File: config.mk
export PLATFORM = sky130hd
export DESIGN_NAME = apc_capture
export DESIGN_NICKNAME = d
export VERILOG_FILES = /design/src/apc_capture.v /design/src/apc_sync_edge.v
export VERILOG_INCLUDE_DIRS = /design/src
export SDC_FILE = /design/constraint.sdc
export NUM_CORES = 1
export LEC_CHECK = 0
export BUFFER_PORTS_ARGS = -buffer_cell sky130_fd_sc_hd__buf_4
export CAP_MARGIN = 20
export CORE_ASPECT_RATIO = 1.2
export CORE_MARGIN = 5
export CORE_UTILIZATION = 50
export CTS_CLUSTER_SIZE = 20
export DETAILED_ROUTE_END_ITERATION = 8
export PLACE_DENSITY = 0.74
export SYNTH_ARGS = -nofsm -noshare
export SYNTH_HDL_FRONTEND = slang
export SYNTH_SLANG_ARGS = --single-unit
File: constraint.sdc
create_clock -name clock -period 1.4 [get_ports clock]
set_input_delay 0.21 -clock clock [delete_from_list [all_inputs] [get_ports clock]]
set_output_delay 0.21 -clock clock [all_outputs]
set_load 0.02 [all_outputs]
File: src/apc_regs.vh
// Constants for the address-phase capture block of the processor system bus.
// Assumes a 10 MHz core clock; strobes and bus pins arrive asynchronously.
`ifndef APC_REGS_VH
`define APC_REGS_VH

`define APC_ADDR_MSB 35
`define APC_ADDR_LSB 3
`define APC_ADDR_W 33
`define APC_REQ_W 5
`define APC_STB0_MSB 16
`define APC_STB1_LSB 17
`define APC_WRAP_BIT 20
`define APC_SYNC_STAGES 2

`endif

File: src/apc_capture.v
// Address and request capture for the processor system bus, device side.
// Assumes all bus pins are asynchronous to clock; strobes are much slower than clock.
`default_nettype none
`include "apc_regs.vh"

module apc_capture (
  // Clock and reset
  input wire clock,
  input wire resetn,
  // Bus pins, active low
  input wire [`APC_ADDR_MSB:`APC_ADDR_LSB] address_lines_n,
  input wire [`APC_REQ_W-1:0] request_lines_n,
  input wire [1:0] address_parity_lines_n,
  input wire address_capture_strobe_zero_n,
  input wire address_capture_strobe_one_n,
  input wire address_valid_strobe_n,
  input wire address_wrap_mask_in_n,
  // Captured request towards decode and snoop
  output reg [`APC_ADDR_MSB:`APC_ADDR_LSB] req_address,
  output reg [`APC_REQ_W-1:0] req_type,
  output reg req_start,
  output reg req_parity_error,
  output reg wrap_mask_active
);

  // Synchronised data pins
  reg [`APC_ADDR_W-1:0] addr_meta;
  reg [`APC_ADDR_W-1:0] addr_sync;
  reg [`APC_REQ_W-1:0] req_meta;
  reg [`APC_REQ_W-1:0] req_sync;
  reg [1:0] par_meta;
  reg [1:0] par_sync;
  reg mask_meta;
  reg mask_sync;

  // Capture holding registers, true polarity
  // Reset to the idle bus, which reads as all zeros in true polarity
  reg [`APC_STB0_MSB:`APC_ADDR_LSB] low_half;
  reg [`APC_ADDR_MSB:`APC_STB1_LSB] high_half;
  reg [`APC_REQ_W-1:0] req_held;
  reg [1:0] par_held;
  reg [1:0] phase;
  reg [1:0] next_phase;

  wire stb0_fall;
  wire stb1_fall;
  wire valid_fall;

  // Strobes and valid are seen as falling edges two clocks after the pin
  // A strobe low for less than one clock may be missed; the link must stay slower
  apc_sync_edge u_stb0 (
    .clock(clock),
    .resetn(resetn),
    .async_in(address_capture_strobe_zero_n),
    .level(),
    .fall(stb0_fall)
  );

  apc_sync_edge u_stb1 (
    .clock(clock),
    .resetn(resetn),
    .async_in(address_capture_strobe_one_n),
    .level(),
    .fall(stb1_fall)
  );

  apc_sync_edge u_valid (
    .clock(clock),
    .resetn(resetn),
    .async_in(address_valid_strobe_n),
    .level(),
    .fall(valid_fall)
  );

  // Data pins pass two flops so they line up with the strobe edge detect
  // The word is coherent only because the driver holds it for clocks around each strobe
  always @(posedge clock) begin
    if (!resetn) begin
      addr_meta <= {`APC_ADDR_W{1'b1}};
      addr_sync <= {`APC_ADDR_W{1'b1}};
      req_meta <= {`APC_REQ_W{1'b1}};
      req_sync <= {`APC_REQ_W{1'b1}};
      par_meta <= 2'h3;
      par_sync <= 2'h3;
      mask_meta <= 1'b1;
      mask_sync <= 1'b1;
    end else begin
      addr_meta <= address_lines_n;
      addr_sync <= addr_meta;
      req_meta <= request_lines_n;
      req_sync <= req_meta;
      par_meta <= address_parity_lines_n;
      par_sync <= par_meta;
      mask_meta <= address_wrap_mask_in_n;
      mask_sync <= mask_meta;
    end
  end

  // Parity of the held address; odd count of low lines gives low-level parity
  wire [`APC_ADDR_W-1:0] held_addr = {high_half, low_half};
  wire addr_par_hi = ^held_addr[`APC_ADDR_W-1:21];
  wire addr_par_lo = ^{held_addr[20:0], req_held};
  // Upper field paired with parity line zero, lower field and request with line one
  wire par_bad = (addr_par_hi != par_held[0]) | (addr_par_lo != par_held[1]);

  // Wrap at 1 MB
  // Only the wrap bit is gated; every other bit passes untouched
  wire [`APC_ADDR_MSB:`APC_ADDR_LSB] masked_addr;
  genvar idx;
  generate
    for (idx = `APC_ADDR_LSB; idx <= `APC_ADDR_MSB; idx = idx + 1) begin : g_mask
      if (idx == `APC_WRAP_BIT) begin : g_wrap
        assign masked_addr[idx] = held_addr[idx-`APC_ADDR_LSB] & mask_sync;
      end else begin : g_pass
        assign masked_addr[idx] = held_addr[idx-`APC_ADDR_LSB];
      end
    end
  endgenerate

  // Request phases, binary coded
  // One request is followed at a time; overlapping requests are not queued
  localparam [1:0] PH_IDLE = 2'h0;
  localparam [1:0] PH_LOW = 2'h1;
  localparam [1:0] PH_HIGH = 2'h2;
  localparam [1:0] PH_ISSUE = 2'h3;

  // Follow one valid request through both strobe edges
  // Strobe edges with no valid request only refresh the holding registers
  always @* begin
    next_phase = phase;
    case (phase)
      PH_IDLE: begin
        // Strobe zero may be seen in the same clock as the valid edge
        if (valid_fall && stb0_fall) begin
          next_phase = PH_HIGH;
        end else if (valid_fall) begin
          next_phase = PH_LOW;
        end
      end
      PH_LOW: begin
        // Waiting here keeps a stale lower half out of the request
        if (stb0_fall) begin
          next_phase = PH_HIGH;
        end
      end
      PH_HIGH: begin
        // A new valid edge abandons a request whose upper strobe never came
        if (valid_fall) begin
          next_phase = PH_LOW;
        end else if (stb1_fall) begin
          next_phase = PH_ISSUE;
        end
      end
      PH_ISSUE: begin
        // Hand-over clock; a valid edge here already opens the next request
        if (valid_fall) begin
          next_phase = PH_LOW;
        end else begin
          next_phase = PH_IDLE;
        end
      end
      default: begin
        next_phase = PH_IDLE;
      end
    endcase
  end

  always @(posedge clock) begin
    if (!resetn) begin
      low_half <= {(`APC_STB0_MSB-`APC_ADDR_LSB+1){1'b0}};
      high_half <= {(`APC_ADDR_MSB-`APC_STB1_LSB+1){1'b0}};
      req_held <= {`APC_REQ_W{1'b0}};
      par_held <= 2'h0;
      phase <= PH_IDLE;
      req_address <= {`APC_ADDR_W{1'b0}};
      req_type <= {`APC_REQ_W{1'b0}};
      req_start <= 1'b0;
      req_parity_error <= 1'b0;
      wrap_mask_active <= 1'b0;
    end else begin
      // Status follows the mask one clock after the synchroniser
      wrap_mask_active <= ~mask_sync;
      if (stb0_fall) begin
        low_half <= ~addr_sync[`APC_STB0_MSB-`APC_ADDR_LSB:0];
        req_held <= ~req_sync;
      end
      if (stb1_fall) begin
        high_half <= ~addr_sync[`APC_ADDR_W-1:`APC_STB1_LSB-`APC_ADDR_LSB];
        par_held <= ~par_sync;
      end
      phase <= next_phase;
      // Start decode, snoop and parity check once the upper half lands
      // The pulse follows the upper half by one clock, so parity sees the held word
      req_start <= 1'b0;
      if (phase == PH_ISSUE) begin
        // Address, type and error stand until the next request
        req_start <= 1'b1;
        req_address <= masked_addr;
        req_type <= req_held;
        req_parity_error <= par_bad;
      end
    end
  end

endmodule // apc_capture

`default_nettype wire

File: src/apc_sync_edge.v
// Two-flop synchroniser for one asynchronous level, with a falling-edge pulse.
// Assumes the input comes from outside the core clock domain.
`default_nettype none

module apc_sync_edge (
  // Clock and reset
  input wire clock,
  input wire resetn,
  // Asynchronous level in, synchronised level and falling pulse out
  input wire async_in,
  output wire level,
  output wire fall
);

  reg meta;
  reg stage;
  reg prev;

  always @(posedge clock) begin
    if (!resetn) begin
      meta <= 1'b1;
      stage <= 1'b1;
      prev <= 1'b1;
    end else begin
      meta <= async_in;
      stage <= meta;
      prev <= stage;
    end
  end

  assign level = stage;
  assign fall = prev & ~stage;

endmodule // apc_sync_edge

`default_nettype wire

### Word level (Yosys, flattened, before mapping)

Cells that the tools add are included.

| operators by class | value |
|---|---|
| equality and inequality tests | 8 |
| multiplexer cells | 8 |
| bitwise gates (word level) | 13 |
| reduce and logical (&&, ||, !) cells | 5 |

Operators by type and width:

| kind | count |
|---|---|
| XOR reduction 26 bit | 1 |
| NOT 19 bit | 1 |
| NOT 14 bit | 1 |
| XOR reduction 12 bit | 1 |
| 2-to-1 mux 2 bit | 5 |
| one-hot mux 2 bit (4 select lines) | 1 |
| inequality test 3 bit, second input constant | 2 |
| NOT 5 bit | 1 |
| bitwise AND 1 bit | 4 |
| equality test 2 bit, second input constant | 2 |
| NOT 1 bit | 4 |
| AND reduction 3 bit | 1 |
| equality test 2 x 1 -> 1 bit, second input constant | 1 |
| zero test 2 bit | 1 |
| 2-to-1 mux 1 bit | 2 |
| inequality test 1 bit | 2 |
| inequality test 2 bit, second input constant | 1 |
| NOT 2 bit | 1 |
| logical AND 1 bit | 1 |
| bitwise OR 1 bit | 1 |

| word-level totals | value |
|---|---|
| register bits | 174 |
| bits of input ports | 46 |
| output and inout port bits | 41 |

### Longest topological paths before layout

Gate-level depths: netlist of the first run.

| logic depth | value |
|---|---|
| depth after elaboration | 5 |
| mapped depth | 5 |

### Hierarchy

A second synthesis of the first run with hierarchy kept.

| second synthesis, totals | value |
|---|---|
| cell total of the unflattened synthesis | 549 |
| area, all modules | 5759.3 µm² |

By module, submodules not included:

| module | instances | cells each | area an instance (µm²) |
|---|---|---|---|
| apc_capture | 1 | 528 | 5504.0 |
| apc_sync_edge | 3 | 7 | 85.1 |

### Least setup slack after synthesis of the first run

No wires, ideal clock.

| timing path | value |
|---|---|
| path type | register -> register |
| start | register low_half[10] (netlist name) |
| end | register req_parity_error |
| library setup time | 0.137 ns |
| arrival | 1.271 ns |
| required time | 1.263 ns |
| path slack | -0.008 ns |
| stages on the path, launching flop included | 6 |
| path buffers | 0 |
| period minus slack after synthesis | 1.408 ns |
| path through | dfxtp_1 > xnor2_1 > xnor2_1 > xnor3_1 > xnor3_1 > a31oi_1 |

| on the way | value |
|---|---|
| longest elaborated chain between the ends | 3 |

Ends and longest elaborated chain:

| item | RTL line | RTL |
|---|---|---|
| start: declaration | apc_capture.v:38 | `` reg [`APC_STB0_MSB:`APC_ADDR_LSB] low_half; `` |
| start signal: assignment | apc_capture.v:170 | `` low_half <= {(`APC_STB0_MSB-`APC_ADDR_LSB+1){1'b0}}; `` |
| start signal: assignment | apc_capture.v:184 | `` low_half <= ~addr_sync[`APC_STB0_MSB-`APC_ADDR_LSB:0]; `` |
| XOR reduction 26 bit | apc_capture.v:102 | `wire addr_par_lo = ^{held_addr[20:0], req_held};` |
| inequality test 1 bit | apc_capture.v:104 | `wire par_bad = (addr_par_hi != par_held[0]) \| (addr_par_lo != par_held[1]);` |
| bitwise OR 1 bit | apc_capture.v:104 |  |
| end signal: assignment | apc_capture.v:200 | `req_parity_error <= par_bad;` |
| end: declaration | apc_capture.v:22 | `output reg req_parity_error,` |

No other way between the ends.
A chain may end at the register's enable or synchronous reset.

### Worst setup path in the final report of the first run

Ends and elaborated chain as after synthesis.

==> summary.md, run 1 <==
| Metric | Value |
|---|---|
| Run status | finished with violations |
| Failing checks | setup timing |
| Clock latency on the worst-skew pair | ~0.4 ns |
| Post-synth top cells | 174 x dfxtp_1, 116 x nand2_1, 91 x nand2b_1, 40 x o211a_1, 38 x a21boi_0 |
| Crit path depth | 5 |
| I/O Pins | slightly below 90 |
| Logic gate share of total power | 8.2% |
| First-pass GRT wire length | approximately 19000 um |
| Tmin final | 1.51 ns |
| P_int | between 8 and 9 mW |
| Net Count, Synth | 596 |
| CTS Buffer Depth | 2 |
| Max_cap viols | 0 |
| CP Launch Type | flop |
| Worst reg2reg path endpoint | req_parity_error |
| Syn Inst Count | 550 |
| Async SR Flop Fraction | 0% |
| Fmax | approximately 0.66 GHz |
| Layout area overhead | 35.0% |
| Remaining global-route overflow | 0 |
| Pre-CTS setup slack | -0.102 ns |
| Pins over their slew limit | 0 |
| N_diodes | 0 |
| Clock transition at the registers of the reported paths | roughly 0.060 ns |
| Origin of the worst setup path | low_half[10] |
| Synthesized cell area | ~5800 um^2 |
| #FFs+latches synth | between 150 and 200 |
| Placed insts | around 790 |
| GRT Total Usage | ~17% |
| Largest family of logic cells by synthesized area | simple AND/OR/NAND/NOR gates |
| Gpl congestion | between 0.7 and 0.8 |
| Row Count | 43 |
| Synth area leader | dfxtp_1 |
| Vias | 3989 |
| Sequential-to-total area share from yosys stat | about three fifths |
| ANT nets after route | 0 |
| PortBufs | 86 |
| Crit-path max cell delay | about 0.42 ns |
| Worst hold path type | input pin to flop |
| Yosys warns | 0 |
| CP Capture Type | flop |
| Via density | ~4.6 |
| DPL Wire Length | 7260 um |
| Critical path data arrival time | around 1.8 ns |
| Sw Share | about 22% |
| Final #Nets | roughly 740 |
| Worst Path Buf+Inv | 0 |
| DIE AREA | around 14000 um^2 |
| Worst Tran Pin Value | 0.379 ns |
| Total power density per cell area | about 1300 nW/um^2 |
| Worst Skew | about 0.0056 ns |
| Post-synthesis simple-gate area fraction | 18.4% |
| Crit Path Class | flop to flop |
| Number of flops mapped to enable cells by yosys | 0 |
| DRC violations left | 0 |
| Worst setup margin | -0.109 ns |
| Final core occ | around two thirds |
| Sequential share of power | about 50% |
| Fin cells | 866 |
| Final hold violations | 0 |
| Die W | ~110 um |
| Clk sinks | about 170 |
| Initial drt markers | ~210 |
| Worst-path maximum fanout | 2 |
| Synth Area in Compound Gates | between 10% and 20% |
| Initial antenna violation count | 0 |
| Synth Area in XOR/XNOR | approximately 6.1% |
| Critical R2R Launch | low_half[10] |
| CORE AREA | 11400 um^2 |
| Flop-to-flop setup slack | -0.11 ns |
| Crit-path slowest cell | xnor3_1 |
| Top cell type's share of synthesized area | around 60% |
| Share of cells above drive strength 1 | between 20 and 25% |
| Count leader, synth | dfxtp_1 |
| Reg2Reg Depth | 5 |
| Mean Syn Cell Area | ~10 um^2 |
| Starting density of the core | between 50% and 60% |
| Vias in the first global route | 4017 |
| Yosys cell types | 22 |
| Peak VDD IR | roughly 0.00081 V |
| Largest cells by area after synthesis | dfxtp_1 60%, nand2b_1 9.9%, nand2_1 7.6% |
| TritonCTS clock tree | built |
| Slew headroom | 74.7% |
| Crit path max-delay family | XOR/XNOR gates |
| Num CTS Buffers | 17 |
| Clk pwr share | between 40% and 50% |
| Fill count | roughly 900 |
| Final setup viols | 1 |
| Tcrit/Tclk final | 108% |
| Largest net degree at the start of global routing | 54 |
| CTS root buf | clkbuf_16 |
| CP cell instances | xnor2_1 > xnor2_1 > xnor3_1 > xnor3_1 > a31oi_1 |
| Final wirelength | ~11000 um |
| Sw power | approximately 2.2 mW |
| Worst setup path endpoint | req_parity_error |
| Worst EP required | 1.74 ns |
| RSZ-0062 raised after global routing | true |
| Primary FF master, synth | dfxtp_1 |
| H-tree depth | 4 |
| Mux contribution to synthesized area | 0% |
| Die Y | between 100 and 150 um |
| P_leak | between 3 and 4 nW |
| First drt pass iteration count | 5 |
| Adder-cell area share of the yosys netlist | 0% |
| Final Hold Slack | ~0.15 ns |
| Wirelength per Cell | 12.4 um |
## repair_timing
action | CTS | global route
hold buffers | 44 | 0
resized for setup | 0 | 2
setup buffers | 0 | 0
endpoints found under the hold margin | 44 | 0
pin swaps | 1 | 0
endpoints found under the setup margin | 1 | 1
## routing by layer
layer | up-vias | part of all wire [%] | GRT usage [%]
met5 | - | 0 | 0
met4 | 0 | 1.5 | 5.79
met3 | 13 | 5.5 | 4.95
met2 | 98 | 47 | 26.3
met1 | 1813 | 46 | 22.5
li1 | 2065 | - | -
## logic make-up (layout without fill, tap and decap cells)
family / Yosys count / count (layout)
buf+inv: 38 / 197
compound gates: 85 / 85
xor+xnor: 36 / 36
simple gates: 217 / 217
flops: 174 / 174
## flip-flops by register name, summed over array words and instances (netlist names), 5 cells and up
signal / cells
low_half: 14
addr_meta: 33
req_type: 5
high_half: 19
req_address: 33
addr_sync: 33
req_held: 5
req_sync: 5
req_meta: 5
## how the worst min path moves through the flow
stage                          endpoint  slack (ns)  cells past startpoint               start
after floorplan            addr_meta[0]        0.31                      1  address_lines_n[3]
after global placement    addr_sync[25]        0.39                      1       addr_meta[25]
after detailed placement  addr_sync[15]        0.39                      1       addr_meta[15]
after CTS                  u_stb1.level        0.13                      2              resetn
after global routing       u_stb1.level        0.15                      2              resetn
final                      u_stb1.level        0.15                      2              resetn
## cell usage in the layout, fill, tap and decap left out, types with 2 or more instances in the layout
cell type,instances
dfxtp_1,172
nand2_1,116
buf_4,115
nand2b_1,91
dlygate4sd3_1,44
o211a_1,40
a21boi_0,38
xnor2_1,27
clkbuf_16,17
xor2_1,6
buf_12,5
clkinv_4,4
clkinvlp_4,3
clkinv_2,3
inv_1,2
nor2b_2,2
nor2b_1,2
a21oi_1,2
xnor3_1,2
o21ai_0,2
clkbuf_8,2
inv_6,2
dfxtp_2,2
## power by group through the flow
stage	clock (mW)	combinational [mW]	sequential, mW
after floorplan	0	0.493	5.30
after global routing	4.53	0.914	5.23
after detailed placement	0	0.742	5.32
after CTS	4.28	0.846	5.21
after global placement	0	0.726	5.31
final	4.19	0.838	5.21
## through the flow
step | setup TNS, ns | instance area, um^2 | power, mW
global placement | -0.0529 | 6790 | 6.04
detailed placement | -0.102 | 6790 | 6.06
finish | -0.109 | 7780 | 10.2
CTS | -0.115 | 7780 | 10.3
global route | -0.196 | 7780 | 10.7
floorplan | -0.00834 | 5760 | 5.79
## area by class of cell
class                           instances  area (um^2)  share of cell area (%)
Sequential cell                       174         3490                    44.8
Multi-Input combinational cell        338         2140                    27.5
Timing Repair Buffer                  164         1400                    18.0
Clock buffer                           19          453                    5.82
Tap cell                              157          196                    2.52
Clock inverter                         12         90.1                    1.16
Inverter                                2         7.51                  0.0965
(Power assumes the default switching activity.)
==> inputs of run 2 (changes only) <==
--- a/config.mk
+++ b/config.mk
@@ -6,14 +6,14 @@
 export SDC_FILE = /design/constraint.sdc
 export NUM_CORES = 1
 export LEC_CHECK = 0
-export BUFFER_PORTS_ARGS = -buffer_cell sky130_fd_sc_hd__buf_4
 export CAP_MARGIN = 20
 export CORE_ASPECT_RATIO = 1.2
 export CORE_MARGIN = 5
 export CORE_UTILIZATION = 50
 export CTS_CLUSTER_SIZE = 20
 export DETAILED_ROUTE_END_ITERATION = 8
-export PLACE_DENSITY = 0.74
+export DONT_BUFFER_PORTS = 1
+export PLACE_DENSITY = 0.68
 export SYNTH_ARGS = -nofsm -noshare
 export SYNTH_HDL_FRONTEND = slang
 export SYNTH_SLANG_ARGS = --single-unit
==> summary.md, run 2 (synthesis results as in run 1) <==
| Metric | Value |
|---|---|
| Run status | finished with violations |
| Failing checks | hold timing, setup timing |
| Setup TNS | -0.108 ns (+0.00166 ns) |
| P_leak | 3.20 nW (-10%) |
| Final wirelength | 11200 um (+4.4%) |
| DRC violations left | 0 (unchanged) |
| CP Launch Type | flop |
| Final #Nets | 703 (-5.4%) |
| I/O Pins | 87 (unchanged) |
| Crit path max-delay family | XOR/XNOR gates |
| CTS root buf | clkbuf_16 |
| Max_cap viols | 0 (unchanged) |
| First-pass GRT wire length | 18200 um (-2.3%) |
| Worst Skew | 0.00739 ns (+0.00177 ns) |
| P_int | 8.69 mW (+8.3%) |
| Clk pwr share | 45.1% (+4.2 points) |
| Pins over their slew limit | 0 (unchanged) |
| Clock transition at the registers of the reported paths | 0.06 ns (about the same) |
| Sw Share | 20.4% (-1.2 points) |
| Most frequent cells in the layout | 172 x dfxtp_1, 116 x nand2_1, 93 x dlygate4sd3_1 |
| Gpl congestion | 0.731 (-1.7%) |
| Fmax | 0.663 GHz (+0.11%) |
| Tot Pwr | 10.9 mW (+6.6%) |
| Commonest non-fill, non-tap cell in the layout | dfxtp_1 |
| Tmin final | 1.51 ns (-0.00166 ns) |
| Fill count | 895 (unchanged) |
| Num CTS Buffers | 17 (unchanged) |
| Largest net degree at the start of global routing | 175 (+220%) |
| Sequential share of power | 47.8% (-3.1 points) |
| Crit-path max cell delay | 0.44 ns (+0.02 ns) |
| Logic gate share of total power | 7.1% (-1.1 points) |
| N_diodes | 0 (unchanged) |
| Worst EP required | 1.74 ns (about the same) |
| Worst Tran Pin Value | 0.294 ns (-0.0850 ns) |
| Final Hold Slack | -0.0271 ns (-0.174 ns) |
| CP cell instances | xnor2_2 > xnor2_1 > xnor3_1 > xnor3_1 > a31oi_1 |
| Via density | 4.74 (+2.9%) |
| First drt pass iteration count | 4 (-1) |
| Worst setup margin | -0.108 ns (+0.00166 ns) |
| H-tree depth | 4 (unchanged) |
| Vias in the first global route | 3922 (-2.4%) |
| Largest regs | addr_meta (33), addr_sync (33), req_address (33) |
| Fin cells | 827 (-4.5%) |
| Crit Path Class | flop to flop |
| Initial antenna violation count | 0 (unchanged) |
| Critical path data arrival time | 1.84 ns (about the same) |
| Slew headroom | 80.4% (+5.7 points) |
| Met1 usage | 22.3% (-0.19 points) |
| Share of cells above drive strength 1 | 10.3% (-12 points) |
| RSZ-0062 raised after global routing | true |
| Worst Path Buf+Inv | 0 (unchanged) |
| Vias | 3921 (-1.7%) |
| CTS Buffer Depth | 2 (unchanged) |
| GR Util met2 | 25.7% (-0.55 points) |
| CP Capture Type | flop |
| Die W | 108 um (unchanged) |
| Row Count | 43 (unchanged) |
| Placed insts | 701 (-11%) |
| Starting density of the core | 50.5% (unchanged) |
| Initial drt markers | 207 (-0.48%) |
| Clock latency on the worst-skew pair | 0.41 ns (about the same) |
| Peak VDD IR | 0.000761 V (-5.6%) |
| Total power density per cell area | 1420 nW/um^2 (+7.7%) |
| DPL Wire Length | 6760 um (-6.9%) |
| Worst-path maximum fanout | 2 (unchanged) |
| TritonCTS clock tree | built |
| Final setup viols | 1 (unchanged) |
| Worst hold path type | input pin to flop |
| Final hold violations | 20 (+20) |
| Clk sinks | 174 (unchanged) |
| Post CTS Setup Buffer Count | 0 (unchanged) |
| GRT Total Usage | 16.8% (-0.12 points) |
| Pre-CTS setup slack | -0.159 ns (-0.0564 ns) |
| Critical path's most frequent cell | xnor3_1 |
| Layout area overhead | 33.7% |
| Wirelength per Cell | 13.6 um (+9.4%) |
| Gr busiest metal | met2 |
| Sw power | 2.23 mW (+0.64%) |
| Routing usage on met3 | 5.71% (+0.76 points) |
| ANT nets after route | 0 (unchanged) |
| Tcrit/Tclk final | 108% (-0.12 points) |
| Die Y | 128 um (unchanged) |
| DIE AREA | 13800 um^2 (unchanged) |
| CORE AREA | 11400 um^2 (unchanged) |
| Crit-path slowest cell | xnor3_1 |
| Remaining global-route overflow | 0 (unchanged) |
| PortBufs | 0 (-100%) |
-- run 2: per-layer routing --
metal,up-vias,routed length (um)
met5,-,0
met3,10,724
met4,0,131
li1,1988,-
met2,94,5150
met1,1829,5230
-- run 2: path summary, 6_finish.rpt --
path,start,end,slack [ns],cells after the start
worst max-delay path,low_half[10],req_parity_error,-0.11,5
worst min-delay path,resetn,req_held[0],-0.03,1
worst max register to register,low_half[10],req_parity_error,-0.11,5
worst min register to register,addr_sync[23],high_half[26],0.50,2
-- run 2: power by group through the flow --
stage	Combinational, mW	Clock [mW]	Sequential, mW
finish	0.775	4.93	5.21
floorplan	0.493	0	5.30
global placement	0.563	0	5.31
CTS	0.739	5.02	5.21
detailed placement	0.575	0	5.32
global route	0.839	5.25	5.23
-- run 2: final cells by class --
cell class	instances	area, um^2	share of cell area (%)
Clock inverter	13	188	2.44
Inverter	2	7.51	0.0974
Sequential cell	174	3490	45.2
Timing Repair Buffer	124	1230	16.0
Multi-Input combinational cell	338	2150	27.9
Tap cell	157	196	2.55
Clock buffer	19	443	5.75
-- run 2: per-stage QoR --
stage | hold slack (ns) | cell area [um^2] | utilization (%)
2_1_floorplan | 0.311 | 5760 | -
3_3_place_gp | 0.298 | 6110 | 53.5
3_5_place_dp | 0.300 | 6110 | 53.5
4_1_cts | -0.0823 | 7660 | 67.2
5_1_grt | -0.0382 | 7700 | 67.6
6_report | -0.0271 | 7700 | 67.6
-- run 2: what timing repair did --
action	in CTS	in global routing
endpoints found under the setup margin	1	1
gates resized for setup	2	1
hold endpoints to repair	173	61
hold buffers	92	2
pin swaps	4	1
==> inputs of run 3 (changes only) <==
--- a/config.mk
+++ b/config.mk
@@ -7,13 +7,14 @@
 export NUM_CORES = 1
 export LEC_CHECK = 0
 export CAP_MARGIN = 20
-export CORE_ASPECT_RATIO = 1.2
+export CELL_PAD_IN_SITES_DETAIL_PLACEMENT = 1
+export CELL_PAD_IN_SITES_GLOBAL_PLACEMENT = 2
 export CORE_MARGIN = 5
-export CORE_UTILIZATION = 50
+export CORE_UTILIZATION = 36
 export CTS_CLUSTER_SIZE = 20
 export DETAILED_ROUTE_END_ITERATION = 8
 export DONT_BUFFER_PORTS = 1
-export PLACE_DENSITY = 0.68
+export PLACE_DENSITY_LB_ADDON = 0.1
 export SYNTH_ARGS = -nofsm -noshare
 export SYNTH_HDL_FRONTEND = slang
 export SYNTH_SLANG_ARGS = --single-unit
==> summary.md, run 3 (synthesis results as in run 1) <==
| Metric | Value |
|---|---|
| Run status | finished with violations |
| Failing checks | hold timing, setup timing |
| Met1 usage | 22.5% (+0.11 points) |
| Initial drt markers | 238 (+15%) |
| Share of cells above drive strength 1 | 14.0% (+3.7 points) |
| DIE AREA | 18600 um^2 (+35%) |
| Critical path's most frequent cell | xnor3_1 |
| N_diodes | 0 (unchanged) |
| Crit-path max cell delay | 0.42 ns (-0.02 ns) |
| ANT nets after route | 0 (unchanged) |
| CP cell instances | xor2_1 > xnor2_1 > xnor3_1 > xnor3_1 > a31oi_1 |
| Clock latency on the worst-skew pair | 0.42 ns (about the same) |
| Remaining global-route overflow | 0 (unchanged) |
| Layout area overhead | 37.8% |
| Die W | 137 um (+26%) |
| Total power density per cell area | 1370 nW/um^2 (-3.3%) |
| Clk sinks | 174 (unchanged) |
| CORE AREA | 15800 um^2 (+38%) |
| P_leak | 3.32 nW (+3.6%) |
| CTS root buf | clkbuf_16 |
| Die Y | 137 um (+7.0%) |
| Slew headroom | 82.6% (+2.2 points) |
| Peak VDD IR | 0.000928 V (+22%) |
| Tot Pwr | 10.9 mW (-0.34%) |
| PortBufs | 0 (unchanged) |
| Worst-path maximum fanout | 2 (unchanged) |
| Final setup viols | 1 (unchanged) |
| Fmax | 0.677 GHz (+2.1%) |
| DPL Wire Length | 8100 um (+20%) |
| GR Util met2 | 20.1% (-5.7 points) |
| Final core occ | 50.3% (-17 points) |
| Most frequent cells in the layout | 170 x dfxtp_1, 116 x nand2_1, 93 x dlygate4sd3_1 |
| Gpl congestion | 0.725 (-0.88%) |
| I/O Pins | 87 (unchanged) |
| # hold bufs at CTS | 93 (+1.1%) |
| RSZ-0062 raised after global routing | true |
| Worst EP required | 1.70 ns (-0.04 ns) |
| Vias in the first global route | 4231 (+7.9%) |
| Crit Path Class | flop to flop |
| Placed insts | 783 (+12%) |
| TritonCTS clock tree | built |
| Final wirelength | 12900 um (+15%) |
| CP Capture Type | flop |
| First drt pass iteration count | 5 (+1) |
| Gr busiest metal | met1 |
| Via density | 4.41 (-7.0%) |
| Routing usage on met3 | 3.93% (-1.8 points) |
| Worst setup margin | -0.0768 ns (+0.0308 ns) |
| Final hold violations | 10 (-50%) |
| Largest net degree at the start of global routing | 175 (unchanged) |
| Pins over their slew limit | 0 (unchanged) |
| Vias | 4013 (+2.3%) |
| Row Count | 46 (+7.0%) |
| GRT Total Usage | 14.9% (-1.9 points) |
| Crit-path slowest cell | xnor3_1 |
| Final Hold Slack | -0.0271 ns (-0.0000218 ns) |
| Worst Tran Pin Value | 0.260 ns (-0.0339 ns) |
| CTS Buffer Depth | 2 (unchanged) |
| CP Launch Type | flop |
| Starting density of the core | 36.5% (-14 points) |
| Num CTS Buffers | 17 (unchanged) |
| Largest regs | addr_meta (33), addr_sync (33), req_address (33) |
| Worst Skew | 0.00691 ns (-0.000478 ns) |
| Tcrit/Tclk final | 105% (-2.2 points) |
| H-tree depth | 4 (unchanged) |
| Commonest non-fill, non-tap cell in the layout | dfxtp_1 |
| First-pass GRT wire length | 21700 um (+19%) |
| Wirelength per Cell | 14.2 um (+4.7%) |
| Tmin final | 1.48 ns (-0.0308 ns) |
| Initial antenna violation count | 0 (unchanged) |
| Max_cap viols | 0 (unchanged) |
| Clock transition at the registers of the reported paths | 0.06 ns (about the same) |
| Fin cells | 910 (+10%) |
| DRC violations left | 0 (unchanged) |
| Worst hold path type | input pin to flop |
| Critical path data arrival time | 1.78 ns (-0.06 ns) |
| Final #Nets | 727 (+3.4%) |
[run 3: cell count changes in the layout (fill, tap and decap cells not counted), moves of 2 or more]
cell     before  now
dfxtp_1     172  170
inv_6         2    4
buf_4        26   51
dfxtp_2       2    4
[run 3: repair_timing]
item | 4_1_cts | 5_1_grt
endpoints found under the setup margin | 1 | 1
setup buffers | 2 | 0
gates resized for setup | 4 | 2
pin swaps | 4 | 3
hold endpoints to repair | 174 | 80
[run 3: worst paths after layout]
check	from	to	slack, ns	cells after the start
setup / recovery	low_half[5]	req_parity_error	-0.08	5
hold / removal	resetn	phase[1]	-0.03	1
setup reg to reg	low_half[5]	req_parity_error	-0.08	5
hold reg to reg	req_address[3]	req_address[3]	0.47	2
[run 3: layout make-up]
class                      count  area (um^2)
clock buffer                  18          439
inverter                       2         7.51
sequential                   174         3490
clock inverter                14          180
tap                          216          270
timing repair buffer         148         1390
multi-input combinational    338         2160
fill                        1725         7830
[run 3: stage by stage]
| stage | hold slack, ns | setup slack (ns) | setup TNS [ns] | cell area (um^2) |
|---|---|---|---|---|
| floorplan | 0.311 | -0.00834 | -0.00834 | 5760 |
| finish | -0.0271 | -0.0768 | -0.0768 | 7940 |
| CTS | -0.0962 | -0.0882 | -0.0882 | 7930 |
| global route | -0.0867 | -0.163 | -0.163 | 7940 |
| global placement | 0.303 | -0.0803 | -0.0803 | 6350 |
| detailed placement | 0.300 | -0.126 | -0.126 | 6350 |
[run 3: routing by layer]
metal | part of all wire (%) | vias to the layer above | wire (um)
li1 | - | 2034 | -
met4 | 1.5 | 0 | 198
met1 | 53 | 1871 | 6860
met5 | 0 | - | 0
met3 | 5.3 | 16 | 691
met2 | 40 | 92 | 5200
[run 3: report_power, final]
| group | total (mW) | internal (mW) | switching, mW |
|---|---|---|---|
| Sequential | 5.22 | 5.13 | 0.0852 |
| Clock | 4.90 | 2.89 | 2.01 |
| Combinational | 0.764 | 0.513 | 0.251 |
[run 3: worst max-delay path, delay by kind of cell (launching register included)]
family	cells	cell delay [ns]
xor+xnor	4	0.95
flops	1	0.33
compound gates	1	0.07
